File: config.mk
export PLATFORM = sky130hd
export DESIGN_NAME = astx_top
export DESIGN_NICKNAME = d
export VERILOG_FILES = /design/src/astx_pkg.sv /design/src/astx_top.sv /design/src/astx_baud_gen.sv
export SDC_FILE = /design/constraint.sdc
export NUM_CORES = 1
export LEC_CHECK = 0
export BUFFER_PORTS_ARGS = -buffer_cell sky130_fd_sc_hd__buf_2
export CORE_MARGIN = 2
export CORE_UTILIZATION = 35
export DETAILED_ROUTE_END_ITERATION = 6
export PLACE_DENSITY_LB_ADDON = 0.25
export SYNTH_ARGS = -nofsm -noshare
export SYNTH_HDL_FRONTEND = slang
export SYNTH_HIERARCHICAL = 1
export SYNTH_SLANG_ARGS = --single-unit
File: constraint.sdc
create_clock -name REF_CLK -period 22 [get_ports REF_CLK]
set_clock_uncertainty 0.15 [all_clocks]
set_input_delay 4.4 -clock REF_CLK [delete_from_list [all_inputs] [get_ports REF_CLK]]
set_output_delay 4.4 -clock REF_CLK [all_outputs]
set_load 0.02 [all_outputs]
File: src/astx_pkg.sv
// constants, field layouts and shared types of the serial transmitter
// assumes an APB slave with 32-bit data and byte addresses in PADDR
// Function
// - enabled with nothing to send: serial output held high
// - both directions disabled: pin handed back to port function
// - frame is start bit, 8 or 9 data bits lsb first, stop bit
// - start bit driven low, stop bit driven high
// - word length select set: ninth bit comes from ninth_tx_bit
// - idle character is a whole frame of ones
// - break is whole frames of zeros, then one extra high bit
// - transmit and receive rates come from separate generators
// - setting tx_on queues one idle frame before data
// - status read then data write clears buffer_empty_flag
// - buffer_empty_flag set when holding buffer moves into shifter
// - write during a frame goes to holding buffer until frame ends
// - write while idle loads shifter directly and sets empty flag
// - tx_finished_flag set after the stop bit of a frame; here only when the sequencer then returns to ST_IDLE
// - tx_finished_flag cleared by the same read-then-write sequence
// - break repeats while send_break_ctl set, then one high bit
// - toggling tx_on mid-frame sends an idle frame after it
// - nonzero fine prescaler further divides; zero leaves it off
`default_nettype none
package astx_pkg;
  // register byte offsets
  localparam logic [7:0] OFS_STATUS = 8'h00;
  localparam logic [7:0] OFS_DATA = 8'h04;
  localparam logic [7:0] OFS_CTRL1 = 8'h08;
  localparam logic [7:0] OFS_CTRL2 = 8'h0C;
  localparam logic [7:0] OFS_BAUD = 8'h10;
  localparam logic [7:0] OFS_FINE_RX = 8'h14;
  localparam logic [7:0] OFS_FINE_TX = 8'h18;
  // field positions
  localparam int BIT_EMPTY = 7;
  localparam int BIT_FINISHED = 6;
  localparam int BIT_NINTH = 6;
  localparam int BIT_WORD9 = 4;
  // frame lengths in bit periods, and the oversampling factor
  localparam logic [3:0] FRAME_LEN8 = 4'hA;
  localparam logic [3:0] FRAME_LEN9 = 4'hB;
  localparam logic [3:0] EXTRA_LEN = 4'h1;
  localparam logic [4:0] OVERSAMPLE = 5'h10;
  // reset values
  localparam logic RST_EMPTY = 1'b1;
  localparam logic RST_FINISHED = 1'b1;
  localparam logic [7:0] RST_BYTE = 8'h00;

  // second control register, bit 7 down to bit 0
  typedef struct packed {
    logic empty_irq_en;
    logic finished_irq_en;
    logic [1:0] spare_hi;
    logic tx_on;
    logic rx_on;
    logic spare_lo;
    logic send_break_ctl;
  } astx_ctrl_t;

  // baud divider register layout
  typedef struct packed {
    logic [1:0] coarse_divisor;
    logic [2:0] tx_rate_div;
    logic [2:0] rx_rate_div;
  } astx_baud_t;

  // coarse divisor select to factor 1, 3, 4 or 13
  function automatic logic [3:0] coarse_factor(input logic [1:0] sel);
    case (sel)
      2'h0: coarse_factor = 4'h1;
      2'h1: coarse_factor = 4'h3;
      2'h2: coarse_factor = 4'h4;
      default: coarse_factor = 4'hD;
    endcase
  endfunction
endpackage
`default_nettype wire

File: src/astx_top.sv
// transmit side of the asynchronous serial interface with APB registers
// assumes one clock; the receiver proper lives elsewhere and gets the rx tick
//
// Design decisions made here: the APB interface to the registers and the placing of the registers.
`default_nettype none
module astx_top (
  // clock and reset
  input wire logic REF_CLK,
  input wire logic RESET_N,
  // apb slave
  input wire logic PSEL,
  input wire logic PENABLE,
  input wire logic PWRITE,
  input wire logic [7:0] PADDR,
  input wire logic [31:0] PWDATA,
  output logic PREADY,
  output logic [31:0] PRDATA,
  output logic PSLVERR,
  // serial pin and events
  output logic TX_OUT,
  output logic TX_OE,
  output logic IRQ,
  output logic RX_BAUD_TICK
);
  typedef enum logic [4:0] {
    ST_IDLE = 5'b00001,
    ST_DATA = 5'b00010,
    ST_IDLEFR = 5'b00100,
    ST_BREAK = 5'b01000,
    ST_EXTRA = 5'b10000
  } astx_state_t;

  astx_state_t state;
  astx_state_t next_state;
  astx_pkg::astx_ctrl_t ctrl;
  astx_pkg::astx_baud_t baud;
  logic [7:0] fine_tx;
  logic [7:0] fine_rx;
  logic word9;
  logic ninth_tx_bit;
  logic buffer_empty_flag;
  logic tx_finished_flag;
  logic status_seen;
  logic [8:0] tx_holding_buffer;
  logic hold_full;
  logic pending_idle;
  logic tx_on_q;
  logic [10:0] shreg;
  logic [3:0] bit_cnt;
  logic tx_tick;
  logic acc;
  logic wr;
  logic rd;
  logic wr_data;
  logic adv;
  logic direct;
  logic load_hold;
  logic set_fin;
  logic pin_en;
  logic [3:0] flen;
  logic [8:0] wdata9;

  // apb access completes in the first access cycle
  assign acc = PSEL & PENABLE & PREADY;
  assign wr = acc & PWRITE;
  assign rd = acc & ~PWRITE;
  assign wr_data = wr & (PADDR == astx_pkg::OFS_DATA);
  assign pin_en = ctrl.tx_on | ctrl.rx_on;
  assign flen = word9 ? astx_pkg::FRAME_LEN9 : astx_pkg::FRAME_LEN8;
  // an 8-bit frame sends its stop bit from the top slot, so that slot holds a one
  assign wdata9 = {ninth_tx_bit | ~word9, PWDATA[7:0]};
  // a frame ends on the tick that shifts out its last bit; while idle the sequencer advances every cycle
  assign adv = (state == ST_IDLE) | (tx_tick & (bit_cnt == 4'h1));

  // pick what the line carries next; break outranks everything but tx_on low
  always_comb begin
    next_state = ST_IDLE;
    load_hold = 1'b0;
    if (!ctrl.tx_on) begin
      next_state = ST_IDLE;
    end else if (ctrl.send_break_ctl) begin
      next_state = ST_BREAK;
    end else if (state == ST_BREAK) begin
      next_state = ST_EXTRA;
    end else if (pending_idle) begin
      next_state = ST_IDLEFR;
    end else if (hold_full) begin
      next_state = ST_DATA;
      load_hold = 1'b1;
    end
  end

  // direct load only when nothing else is owed to the line
  assign direct = wr_data & (state == ST_IDLE) & (next_state == ST_IDLE) & ctrl.tx_on;
  assign set_fin = adv & (state != ST_IDLE) & (next_state == ST_IDLE);

  // transmit generator, independent of the receive one
  astx_baud_gen #(.CW(24)) u_tx_baud (
    .clk(REF_CLK),
    .rst_n(RESET_N),
    .run(state != ST_IDLE),
    .coarse_sel(baud.coarse_divisor),
    .rate_sel(baud.tx_rate_div),
    .fine(fine_tx),
    .tick(tx_tick)
  );

  // receive generator, its tick handed to the receiver
  astx_baud_gen #(.CW(24)) u_rx_baud (
    .clk(REF_CLK),
    .rst_n(RESET_N),
    .run(ctrl.rx_on),
    .coarse_sel(baud.coarse_divisor),
    .rate_sel(baud.rx_rate_div),
    .fine(fine_rx),
    .tick(RX_BAUD_TICK)
  );

  // frame sequencer and shift register; shifts in ones behind the frame
  always_ff @(posedge REF_CLK or negedge RESET_N) begin
    if (!RESET_N) begin
      state <= ST_IDLE;
      shreg <= '1;
      bit_cnt <= 4'h0;
    end else if (direct) begin
      state <= ST_DATA;
      shreg <= {1'b1, wdata9, 1'b0};
      bit_cnt <= flen;
    end else if (adv) begin
      state <= next_state;
      case (next_state)
        ST_DATA: begin
          shreg <= {1'b1, tx_holding_buffer, 1'b0};
          bit_cnt <= flen;
        end
        ST_IDLEFR: begin
          shreg <= '1;
          bit_cnt <= flen;
        end
        ST_BREAK: begin
          shreg <= '0;
          bit_cnt <= flen;
        end
        ST_EXTRA: begin
          shreg <= '1;
          bit_cnt <= astx_pkg::EXTRA_LEN;
        end
        default: begin
          shreg <= '1;
          bit_cnt <= 4'h0;
        end
      endcase
    end else if (tx_tick) begin
      shreg <= {1'b1, shreg[10:1]};
      bit_cnt <= bit_cnt - 4'h1;
    end
  end

  // pin drive; bit_cnt ends an 8-bit frame before the trailing fill reaches the pin
  always_ff @(posedge REF_CLK or negedge RESET_N) begin
    if (!RESET_N) begin
      TX_OUT <= 1'b1;
      TX_OE <= 1'b0;
    end else begin
      TX_OUT <= (state == ST_IDLE) ? 1'b1 : shreg[0];
      TX_OE <= pin_en;
    end
  end

  // holding buffer; dropping tx_on discards a queued word
  always_ff @(posedge REF_CLK or negedge RESET_N) begin
    if (!RESET_N) begin
      tx_holding_buffer <= '0;
      hold_full <= 1'b0;
    end else if (!ctrl.tx_on) begin
      hold_full <= 1'b0;
    end else if (wr_data & ~direct) begin
      tx_holding_buffer <= wdata9;
      hold_full <= 1'b1;
    end else if (adv & load_hold) begin
      hold_full <= 1'b0;
    end
  end

  // idle frame owed after every rising edge of tx_on, set wins over use
  always_ff @(posedge REF_CLK or negedge RESET_N) begin
    if (!RESET_N) begin
      tx_on_q <= 1'b0;
      pending_idle <= 1'b0;
    end else begin
      tx_on_q <= ctrl.tx_on;
      if (ctrl.tx_on & ~tx_on_q) begin
        pending_idle <= 1'b1;
      end else if (adv & (next_state == ST_IDLEFR)) begin
        pending_idle <= 1'b0;
      end
    end
  end

  // status flags: hardware set beats the read-then-write clear
  always_ff @(posedge REF_CLK or negedge RESET_N) begin
    if (!RESET_N) begin
      buffer_empty_flag <= astx_pkg::RST_EMPTY;
      tx_finished_flag <= astx_pkg::RST_FINISHED;
      status_seen <= 1'b0;
    end else begin
      if (direct | (adv & load_hold)) begin
        buffer_empty_flag <= 1'b1;
      end else if (wr_data & status_seen) begin
        buffer_empty_flag <= 1'b0;
      end
      if (set_fin) begin
        tx_finished_flag <= 1'b1;
      end else if (wr_data & status_seen) begin
        tx_finished_flag <= 1'b0;
      end
      if (rd & (PADDR == astx_pkg::OFS_STATUS)) begin
        status_seen <= 1'b1;
      end else if (wr_data) begin
        status_seen <= 1'b0;
      end
    end
  end

  // single request line; cpu-level masking is the controller's job
  always_ff @(posedge REF_CLK or negedge RESET_N) begin
    if (!RESET_N) begin
      IRQ <= 1'b0;
    end else begin
      IRQ <= (buffer_empty_flag & ctrl.empty_irq_en)
        | (tx_finished_flag & ctrl.finished_irq_en);
    end
  end

  // software-written configuration
  always_ff @(posedge REF_CLK or negedge RESET_N) begin
    if (!RESET_N) begin
      ctrl <= '0;
      baud <= '0;
      fine_tx <= astx_pkg::RST_BYTE;
      fine_rx <= astx_pkg::RST_BYTE;
      word9 <= 1'b0;
      ninth_tx_bit <= 1'b0;
    end else if (wr) begin
      case (PADDR)
        astx_pkg::OFS_CTRL1: begin
          ninth_tx_bit <= PWDATA[astx_pkg::BIT_NINTH];
          word9 <= PWDATA[astx_pkg::BIT_WORD9];
        end
        astx_pkg::OFS_CTRL2: ctrl <= PWDATA[7:0];
        astx_pkg::OFS_BAUD: baud <= PWDATA[7:0];
        astx_pkg::OFS_FINE_RX: fine_rx <= PWDATA[7:0];
        astx_pkg::OFS_FINE_TX: fine_tx <= PWDATA[7:0];
        default: ;
      endcase
    end
  end

  // read data and error latched in setup so they stand in the access cycle
  always_ff @(posedge REF_CLK or negedge RESET_N) begin
    if (!RESET_N) begin
      PREADY <= 1'b0;
      PRDATA <= '0;
      PSLVERR <= 1'b0;
    end else begin
      PREADY <= PSEL & ~PENABLE;
      PSLVERR <= 1'b0;
      PRDATA <= '0;
      if (PSEL & ~PENABLE) begin
        case (PADDR)
          astx_pkg::OFS_STATUS: begin
            PRDATA[astx_pkg::BIT_EMPTY] <= buffer_empty_flag;
            PRDATA[astx_pkg::BIT_FINISHED] <= tx_finished_flag;
          end
          astx_pkg::OFS_DATA: PRDATA <= '0;
          astx_pkg::OFS_CTRL1: begin
            PRDATA[astx_pkg::BIT_NINTH] <= ninth_tx_bit;
            PRDATA[astx_pkg::BIT_WORD9] <= word9;
          end
          astx_pkg::OFS_CTRL2: PRDATA[7:0] <= ctrl;
          astx_pkg::OFS_BAUD: PRDATA[7:0] <= baud;
          astx_pkg::OFS_FINE_RX: PRDATA[7:0] <= fine_rx;
          astx_pkg::OFS_FINE_TX: PRDATA[7:0] <= fine_tx;
          default: PSLVERR <= 1'b1;
        endcase
      end
    end
  end

  // checks on the driven behaviour
  property p_idle_high;
    @(posedge REF_CLK) disable iff (!RESET_N)
    (state == ST_IDLE) |=> TX_OUT;
  endproperty
  a_idle_high: assert property (p_idle_high) else $error("line low while idle");

  property p_release;
    @(posedge REF_CLK) disable iff (!RESET_N)
    !pin_en |=> !TX_OE;
  endproperty
  a_release: assert property (p_release) else $error("pin kept with both off");

  property p_start_low;
    @(posedge REF_CLK) disable iff (!RESET_N)
    direct |-> ##2 !TX_OUT;
  endproperty
  a_start_low: assert property (p_start_low) else $error("start bit not low");

  property p_frame_len;
    @(posedge REF_CLK) disable iff (!RESET_N)
    direct |=> (bit_cnt == (word9 ? 4'hB : 4'hA)) && (state == ST_DATA);
  endproperty
  a_frame_len: assert property (p_frame_len) else $error("bad frame length");

  property p_direct_empty;
    @(posedge REF_CLK) disable iff (!RESET_N)
    direct |=> buffer_empty_flag && !hold_full;
  endproperty
  a_direct_empty: assert property (p_direct_empty) else $error("empty not set");

  property p_clear_seq;
    @(posedge REF_CLK) disable iff (!RESET_N)
    (wr_data && status_seen && !direct && !(adv && load_hold) && !set_fin)
      |=> !buffer_empty_flag && !tx_finished_flag;
  endproperty
  a_clear_seq: assert property (p_clear_seq) else $error("flags not cleared");

  property p_busy_hold;
    @(posedge REF_CLK) disable iff (!RESET_N)
    (wr_data && status_seen && state != ST_IDLE && ctrl.tx_on && !(adv && load_hold))
      |=> hold_full && !buffer_empty_flag;
  endproperty
  a_busy_hold: assert property (p_busy_hold) else $error("write not held");

  property p_finish;
    @(posedge REF_CLK) disable iff (!RESET_N)
    set_fin |=> tx_finished_flag && (state == ST_IDLE);
  endproperty
  a_finish: assert property (p_finish) else $error("finished flag missed");

  property p_extra_bit;
    @(posedge REF_CLK) disable iff (!RESET_N)
    (state == ST_BREAK && adv && ctrl.tx_on && !ctrl.send_break_ctl)
      |=> (state == ST_EXTRA) ##1 TX_OUT;
  endproperty
  a_extra_bit: assert property (p_extra_bit) else $error("no high after break");

  property p_idle_owed;
    @(posedge REF_CLK) disable iff (!RESET_N)
    $rose(ctrl.tx_on) |=> pending_idle;
  endproperty
  a_idle_owed: assert property (p_idle_owed) else $error("idle frame not queued");

  property p_irq;
    @(posedge REF_CLK) disable iff (!RESET_N)
    (buffer_empty_flag && ctrl.empty_irq_en) |=> IRQ;
  endproperty
  a_irq: assert property (p_irq) else $error("request missing");
endmodule // astx_top
`default_nettype wire

File: src/astx_baud_gen.sv
// bit-rate tick generator: one pulse per bit period
// assumes the divider settings stay stable while run is high
`default_nettype none
module astx_baud_gen #(
  parameter int CW = 24
) (
  // clock and reset
  input wire logic clk,
  input wire logic rst_n,
  // settings
  input wire logic run,
  input wire logic [1:0] coarse_sel,
  input wire logic [2:0] rate_sel,
  input wire logic [7:0] fine,
  // bit tick
  output logic tick
);
  logic [CW-1:0] cnt;
  logic [CW-1:0] period;
  logic [7:0] fine_eff;

  // zero fine value bypasses the prescaler
  always_comb begin
    fine_eff = (fine == 8'h00) ? 8'h01 : fine;
    period = CW'(astx_pkg::coarse_factor(coarse_sel)) * (CW'(1) << rate_sel)
      * CW'(fine_eff) * CW'(astx_pkg::OVERSAMPLE);
  end

  // counter restarts at one whenever run drops: the tick flop lags the counter
  // by a cycle, so starting at one keeps the first bit of a frame one full period
  always_ff @(posedge clk or negedge rst_n) begin
    if (!rst_n) begin
      cnt <= '0;
      tick <= 1'b0;
    end else if (!run) begin
      cnt <= CW'(1);
      tick <= 1'b0;
    end else if (cnt == period - CW'(1)) begin
      cnt <= '0;
      tick <= 1'b1;
    end else begin
      cnt <= cnt + CW'(1);
      tick <= 1'b0;
    end
  end
endmodule // astx_baud_gen
`default_nettype wire

Word level (Yosys, flattened, before mapping):

Cells that the tools add are included.

* add/subtract/negate cells: 5
* $mul: 4
* eq/ne operators: 20
* shift operators: 2
* multiplexer cells: 51
* bitwise logic cells: 30
* reduce and logical (&&, ||, !) cells: 18

Operators by type and width (number)
* 24-bit 2-to-1 mux: 4
* 24-bit by 1-bit adder with 24-bit output, second input constant: 2
* 24-bit equality test: 2
* 24-bit by 8-bit multiplier with 20-bit output: 2
* 4-bit by 24-bit multiplier with 24-bit output: 2
* 1-bit by 3-bit << shifter with 24-bit output, first input constant: 2
* 24-bit by 1-bit subtractor with 24-bit output, second input constant: 2
* 11-bit 2-to-1 mux: 3
* 5-bit 2-to-1 mux: 5
* 8-bit by 5-bit equality test with 1-bit output, second input constant: 3
* 8-bit zero test: 3
* 8-bit 2-to-1 mux: 3
* 1-bit 2-to-1 mux: 23
* 11-bit one-hot mux with 2 select lines: 1
* 1-bit AND: 20
* 8-bit by 4-bit equality test with 1-bit output, second input constant: 2
* 4-bit one-hot mux with 4 select lines: 1
* 4-bit 2-to-1 mux: 3
* 4-bit one-hot mux with 3 select lines: 1
* 2-bit AND reduction: 6
* 5-bit by 1-bit equality test with 1-bit output, second input constant: 2
* 5-bit by 4-bit equality test with 1-bit output, second input constant: 2
* 1-bit one-hot mux with 5 select lines: 2
* 2-bit nonzero test: 5
* other kinds (21): 29

* bits in registers: 156
* output and inout bits: 38
* logic and storage cells: 164

Depth between registers and ports, before layout:

* depth after elaboration: 12
* gate-level depth with buffers: 38

Modules after synthesis:

Netlist, hierarchy kept.

Modules (own cells, without submodules)
* astx_baud_gen (u_tx_baud): instances 1, cells an instance 805, area an instance 6597.6 um2, seq. area each 625.6 um2
* astx_baud_gen (u_rx_baud): instances 1, cells an instance 761, area an instance 6465.0 um2, seq. area each 625.6 um2
* astx_top: instances 1, cells an instance 354, area an instance 4062.6 um2, seq. area each 2070.7 um2

Worst setup path before layout:

OpenSTA, ideal clock, no wires.

* kind: flip-flop to flip-flop
* from: reg baud[6] (netlist bit)
* to: reg u_tx_baud.cnt[14]
* data arrival time: 8865 ps
* path slack: 12846 ps
* cell stages (with the launch flop): 34
* buffers on the path: 3
* period minus slack after synthesis: 9154 ps
* cell sequence: dfrtp_1 clkbuf_1 nor2b_1 nand3_1 fa_1 fa_1 inv_1 ha_1 a21o_1 a21oi_1 o21bai_1 a21oi_1 o21bai_1 a21oi_1 xnor2_1 nand2_1 fa_1 fa_1 fa_1 fa_1 inv_1 ha_1 clkbuf_1 nand2_1 o22a_1 and2_1 a41o_1 or2_2 or4_4 a211oi_2 nand4b_1 a2111oi_4 buf_6 nor3_1

* cells in the longest elaborated chain, start to end: 8
* elaborated cells between the ends (all ways): 10
* those cells by class: add/sub (1); mul (2); eq/ne (3); mux (3); reduce/logical (1)

Ends and longest elaborated chain
* from (decl): line astx_top.sv:36 `astx_pkg::astx_baud_t baud;`
* from (signal assigned): line astx_top.sv:251 `astx_pkg::OFS_BAUD: baud <= PWDATA[7:0];`
* 2-bit equality test (tied with other cells): line astx_pkg.sv:67 `case (sel)`
* 4-bit one-hot mux with 3 select lines *: line astx_pkg.sv:67
* 4-bit by 24-bit multiplier with 24-bit output *: line astx_baud_gen.sv:25 `period = CW'(astx_pkg::coarse_factor(coarse_sel)) * (CW'(1) << rate_sel)`
* 24-bit by 8-bit multiplier with 20-bit output *: line astx_baud_gen.sv:26 `* CW'(fine_eff) * CW'(astx_pkg::OVERSAMPLE);`
* 24-bit by 1-bit subtractor with 24-bit output *: line astx_baud_gen.sv:38 `end else if (cnt == period - CW'(1)) begin`
* 24-bit equality test *: line astx_baud_gen.sv:38
* 24-bit 2-to-1 mux *: line astx_baud_gen.sv:38
* 24-bit 2-to-1 mux *: line astx_baud_gen.sv:35 `end else if (!run) begin`
* to (signal assigned): line astx_baud_gen.sv:42 `cnt <= cnt + CW'(1);`
* to (decl): line astx_baud_gen.sv:18 `logic [CW-1:0] cnt;`

Mark *: on every way between the ends. The rest lies on a longest branch, timed or not.
A chain may end at the register's enable or synchronous reset.

Worst setup path in the final report:

* from: reg baud[7] (netlist bit)
* to: reg u_tx_baud.cnt[23]

The elaborated chain is that of the path after synthesis.

==> results.py <==
metrics = {
    "status": {
        "status": "completed",
    },
    "sta": {
        "finalMaxSlewViolations": 0,
        "hold_ws_ns": 0.2740,
        "setup_viol": 0,
        "fmax_ghz": 0.09532,
        "grt_setup_unrepaired": "false",
        "post-route-min-period_ns": 10.49,
        "worstMarginPinSlew_ns": 1.248,
        "slew_headroom_pct": 16.79,
        "tns_ns": 0,
        "finalHoldViolCount": 0,
        "fin_ws_ns": 11.51,
        "post-route-period-util_pct": 47.69,
    },
    "yosys": {
        "synth_xor_area_share_pct": 6.437,
        "yosysWarnings": 6,
        "synthMuxAreaShare_pct": 3.536,
        "ys.flop_type": "dfrtp_1",
        "synth_edf_count": 0,
        "synthesis.area_um2": 17130,
        "synth_top_family_by_area": "adder cells",
        "post_synth_and_or_nand_nor_area_fraction_pct": 23.59,
        "syn_inst": 1920,
        "synth_compound_area_share_pct": 13.50,
        "yosys.area_share.adder_pct": 26.48,
        "yosys_register_bits": 132,
        "ys_types": 111,
        "async_flop_share_pct": 100.0,
        "synth.avg_cell_area_um2": 8.919,
        "ys_seq_area_share_pct": 19.40,
    },
    "drt": {
        "dr.max_layer_used": "met4",
        "vias": 13700,
        "wl_per_cell_um": 16.63,
        "wl_met2_mm": 20.50,
        "wl_met3_mm": 1.420,
        "dr.pass1.iters": 6,
        "drt_wl_total_mm": 42.27,
        "viasPerCell": 5.390,
        "ant_nets": 0,
        "drc": 0,
        "wirelength_met1_mm": 19.95,
        "initialDrtViolationCount": 761,
    },
    "finish": {
        "diodes": 0,
        "stdcell_count": 2542,
        "finish.utilization_pct": 37.65,
        "areaGrowthSynthToFinish_pct": 6.955,
        "drive_above_1_share_pct": 10.63,
        "final_design_area_no_fill_um2": 18320,
        "filler_cell_count": 4993,
        "finalNetCount": 2222,
    },
    "grt": {
        "grt_antenna_before_repair": 0,
        "grt_pass1_vias": 14080,
        "track_usage_pct": 17.39,
        "grt_max_degree": 83,
        "grt_overflow": 0,
        "grt_pass1_wl_mm": 71.80,
    },
    "cts": {
        "cts_tree": "built",
        "clkLatencyLatePin_ns": 0.45,
        "post_cts_buffers": 0,
        "cts-root-buf": "clkbuf_16",
        "cts.sinks": 132,
        "cts_resized": 0,
        "clk_pin_slew_ns": 0.06,
        "cts_htree_levels": 4,
        "cts_hold_buffers": 0,
        "numCtsBuffers": 17,
        "cts_buffer_depth": 2,
    },
    "place": {
        "dp_cells": 2510,
        "io_buffers": 34,
        "dpl_cell_area_um2": 17720,
        "gp_congestion": 0.8593,
        "post-dp-hpwl_mm": 32.45,
        "post-place-ws_ns": 11.59,
    },
    "worst_setup_path": {
        "required_ns": 22.13,
        "critPathArrivalTime_ns": 10.63,
        "max_stage_delay_ns": 0.70,
        "worstPathMaxFanout": 26,
        "critPathBufInv": 4,
        "start_kind": "flop",
        "critical-path-slowest-cell": "dfrtp_1",
        "critPathCaptureType": "flop",
        "cp_top_family": "adder cells",
        "crit_type": "flop to flop",
        "critPathMostFrequentCell": "fa_1",
    },
    "worst_hold_path": {
        "hp-class": "flop to flop",
    },
    "die": {
        "io_pins": 83,
        "coreArea_um2": 48650,
        "die_area_um2": 50720,
        "fp.dieH_um": 225.2,
        "initial_core_util_pct": 35.20,
        "chipWidth_um": 225.2,
        "num_rows": 81,
    },
    "power_and_ir_drop": {
        "powerDensity_nw_per_um2": 37.01,
        "peakVddDrop_v": 0.00005455,
        "power.leakage_nw": 8.107,
        "power_uw": 677.9,
    },
    "job": {
        "max_cap_viol_count": 0,
    },
}
[layout make-up]
cell class | instances | area (um^2) | area share [%]
Inverter | 186 | 698.2 | 3.812
Tap cell | 622 | 778.2 | 4.249
Timing Repair Buffer | 41 | 229.0 | 1.250
Multi-Input combinational cell | 1529 | 12700 | 69.31
Clock buffer | 18 | 429.2 | 2.343
Sequential cell | 132 | 3322 | 18.14
Clock inverter | 14 | 163.9 | 0.8949
[flip-flops by register name, indices dropped and copies added, names as in the netlist, 4 cells and up]
signal / flops
u_tx_baud/cnt: 24
shreg: 11
fine_rx: 8
state: 5
ctrl: 8
baud: 8
PRDATA: 8
bit_cnt: 4
tx_holding_buffer: 9
u_rx_baud/cnt: 24
fine_tx: 8
[routing by layer]
metal | global-route usage (%) | vias up
met5 | 0 | -
met3 | 2.164 | 28
met1 | 23.66 | 6882
met4 | 3.952 | 0
li1 | - | 6553
met2 | 29.48 | 239
[final timing paths]
kind                                                to  depth (start not counted)           startpoint  slack, ns
hold / removal                pending_idle$_DFFE_PN0P_                          1    tx_on_q$_DFF_PN0_       0.27
hold reg to reg               pending_idle$_DFFE_PN0P_                          1    tx_on_q$_DFF_PN0_       0.27
setup reg to reg           u_tx_baud/cnt[23]$_DFF_PN0_                         34  baud[7]$_DFFE_PN0P_      11.51
setup / recovery           u_tx_baud/cnt[23]$_DFF_PN0_                         34  baud[7]$_DFFE_PN0P_      11.51
min in group asynchronous       bit_cnt[1]$_DFFE_PN0P_                          1              RESET_N       3.80
max in group asynchronous   u_rx_baud/cnt[7]$_DFF_PN0_                          2              RESET_N      16.66
[layout by cell type, fill, tap and decap left out, types with 18 or more instances in the layout]
cell type / instances
nand2_1: 212
nand3_1: 65
nor2b_1: 26
ha_1: 116
a21o_1: 29
a31oi_1: 20
nor3_1: 54
nand4_1: 23
conb_1: 24
inv_1: 186
a211oi_1: 18
nor2_1: 99
xor2_1: 35
xnor2_1: 83
a21oi_1: 48
mux2_2: 43
o21ai_0: 46
fa_1: 154
nand2b_1: 20
and3_1: 37
dfrtp_1: 117
buf_2: 33
and2_1: 89
nor3_2: 24
[kinds of logic after synthesis]
| group | after synthesis |
|---|---|
| buffers and inverters | 282 |
| XOR/XNOR | 121 |
| AO/OA/AOI/OAI | 314 |
| flip-flops | 132 |
| other | 1 |
| adder cells (fa/ha/maj) | 270 |
| multiplexers | 55 |
| AND/OR/NAND/NOR | 745 |
[cells in the mapped netlist, drive strengths merged, types with 11 or more instances]
| library cell | count | area, um^2 |
|---|---|---|
| dfstp | 15 | 394.1 |
| xor2 | 35 | 306.5 |
| a21oi | 50 | 257.8 |
| a211oi | 21 | 172.7 |
| and3 | 39 | 246.5 |
| mux2 | 44 | 495.5 |
| clkbuf | 53 | 198.9 |
| buf | 43 | 307.8 |
| nor2 | 100 | 377.9 |
| inv | 186 | 698.2 |
| nand2 | 212 | 795.8 |
| nand3 | 67 | 345.3 |
| dfrtp | 117 | 2928 |
| or3 | 17 | 116.4 |
| or2 | 12 | 77.57 |
| and2 | 90 | 564.3 |
| nand4 | 25 | 177.7 |
| a31oi | 20 | 125.1 |
| mux2i | 11 | 110.1 |
| a21o | 30 | 226.5 |
| nor2b | 26 | 162.7 |
| o21ai | 53 | 280.3 |
| ha | 116 | 1451 |
| nor3 | 81 | 559.3 |
| nor4 | 18 | 118.9 |
| nand2b | 20 | 125.1 |
| o21a | 11 | 82.58 |
| xnor2 | 83 | 727.0 |
| fa | 154 | 3083 |
[report_power, final]
group	leakage [nW]	internal [mW]	switching [mW]
Combinational	6.09	0.0355	0.0558
Clock	0.287	0.170	0.124
Sequential	1.73	0.274	0.0189
Total	8.11	0.479	0.198
(Power assumes the default switching activity.)
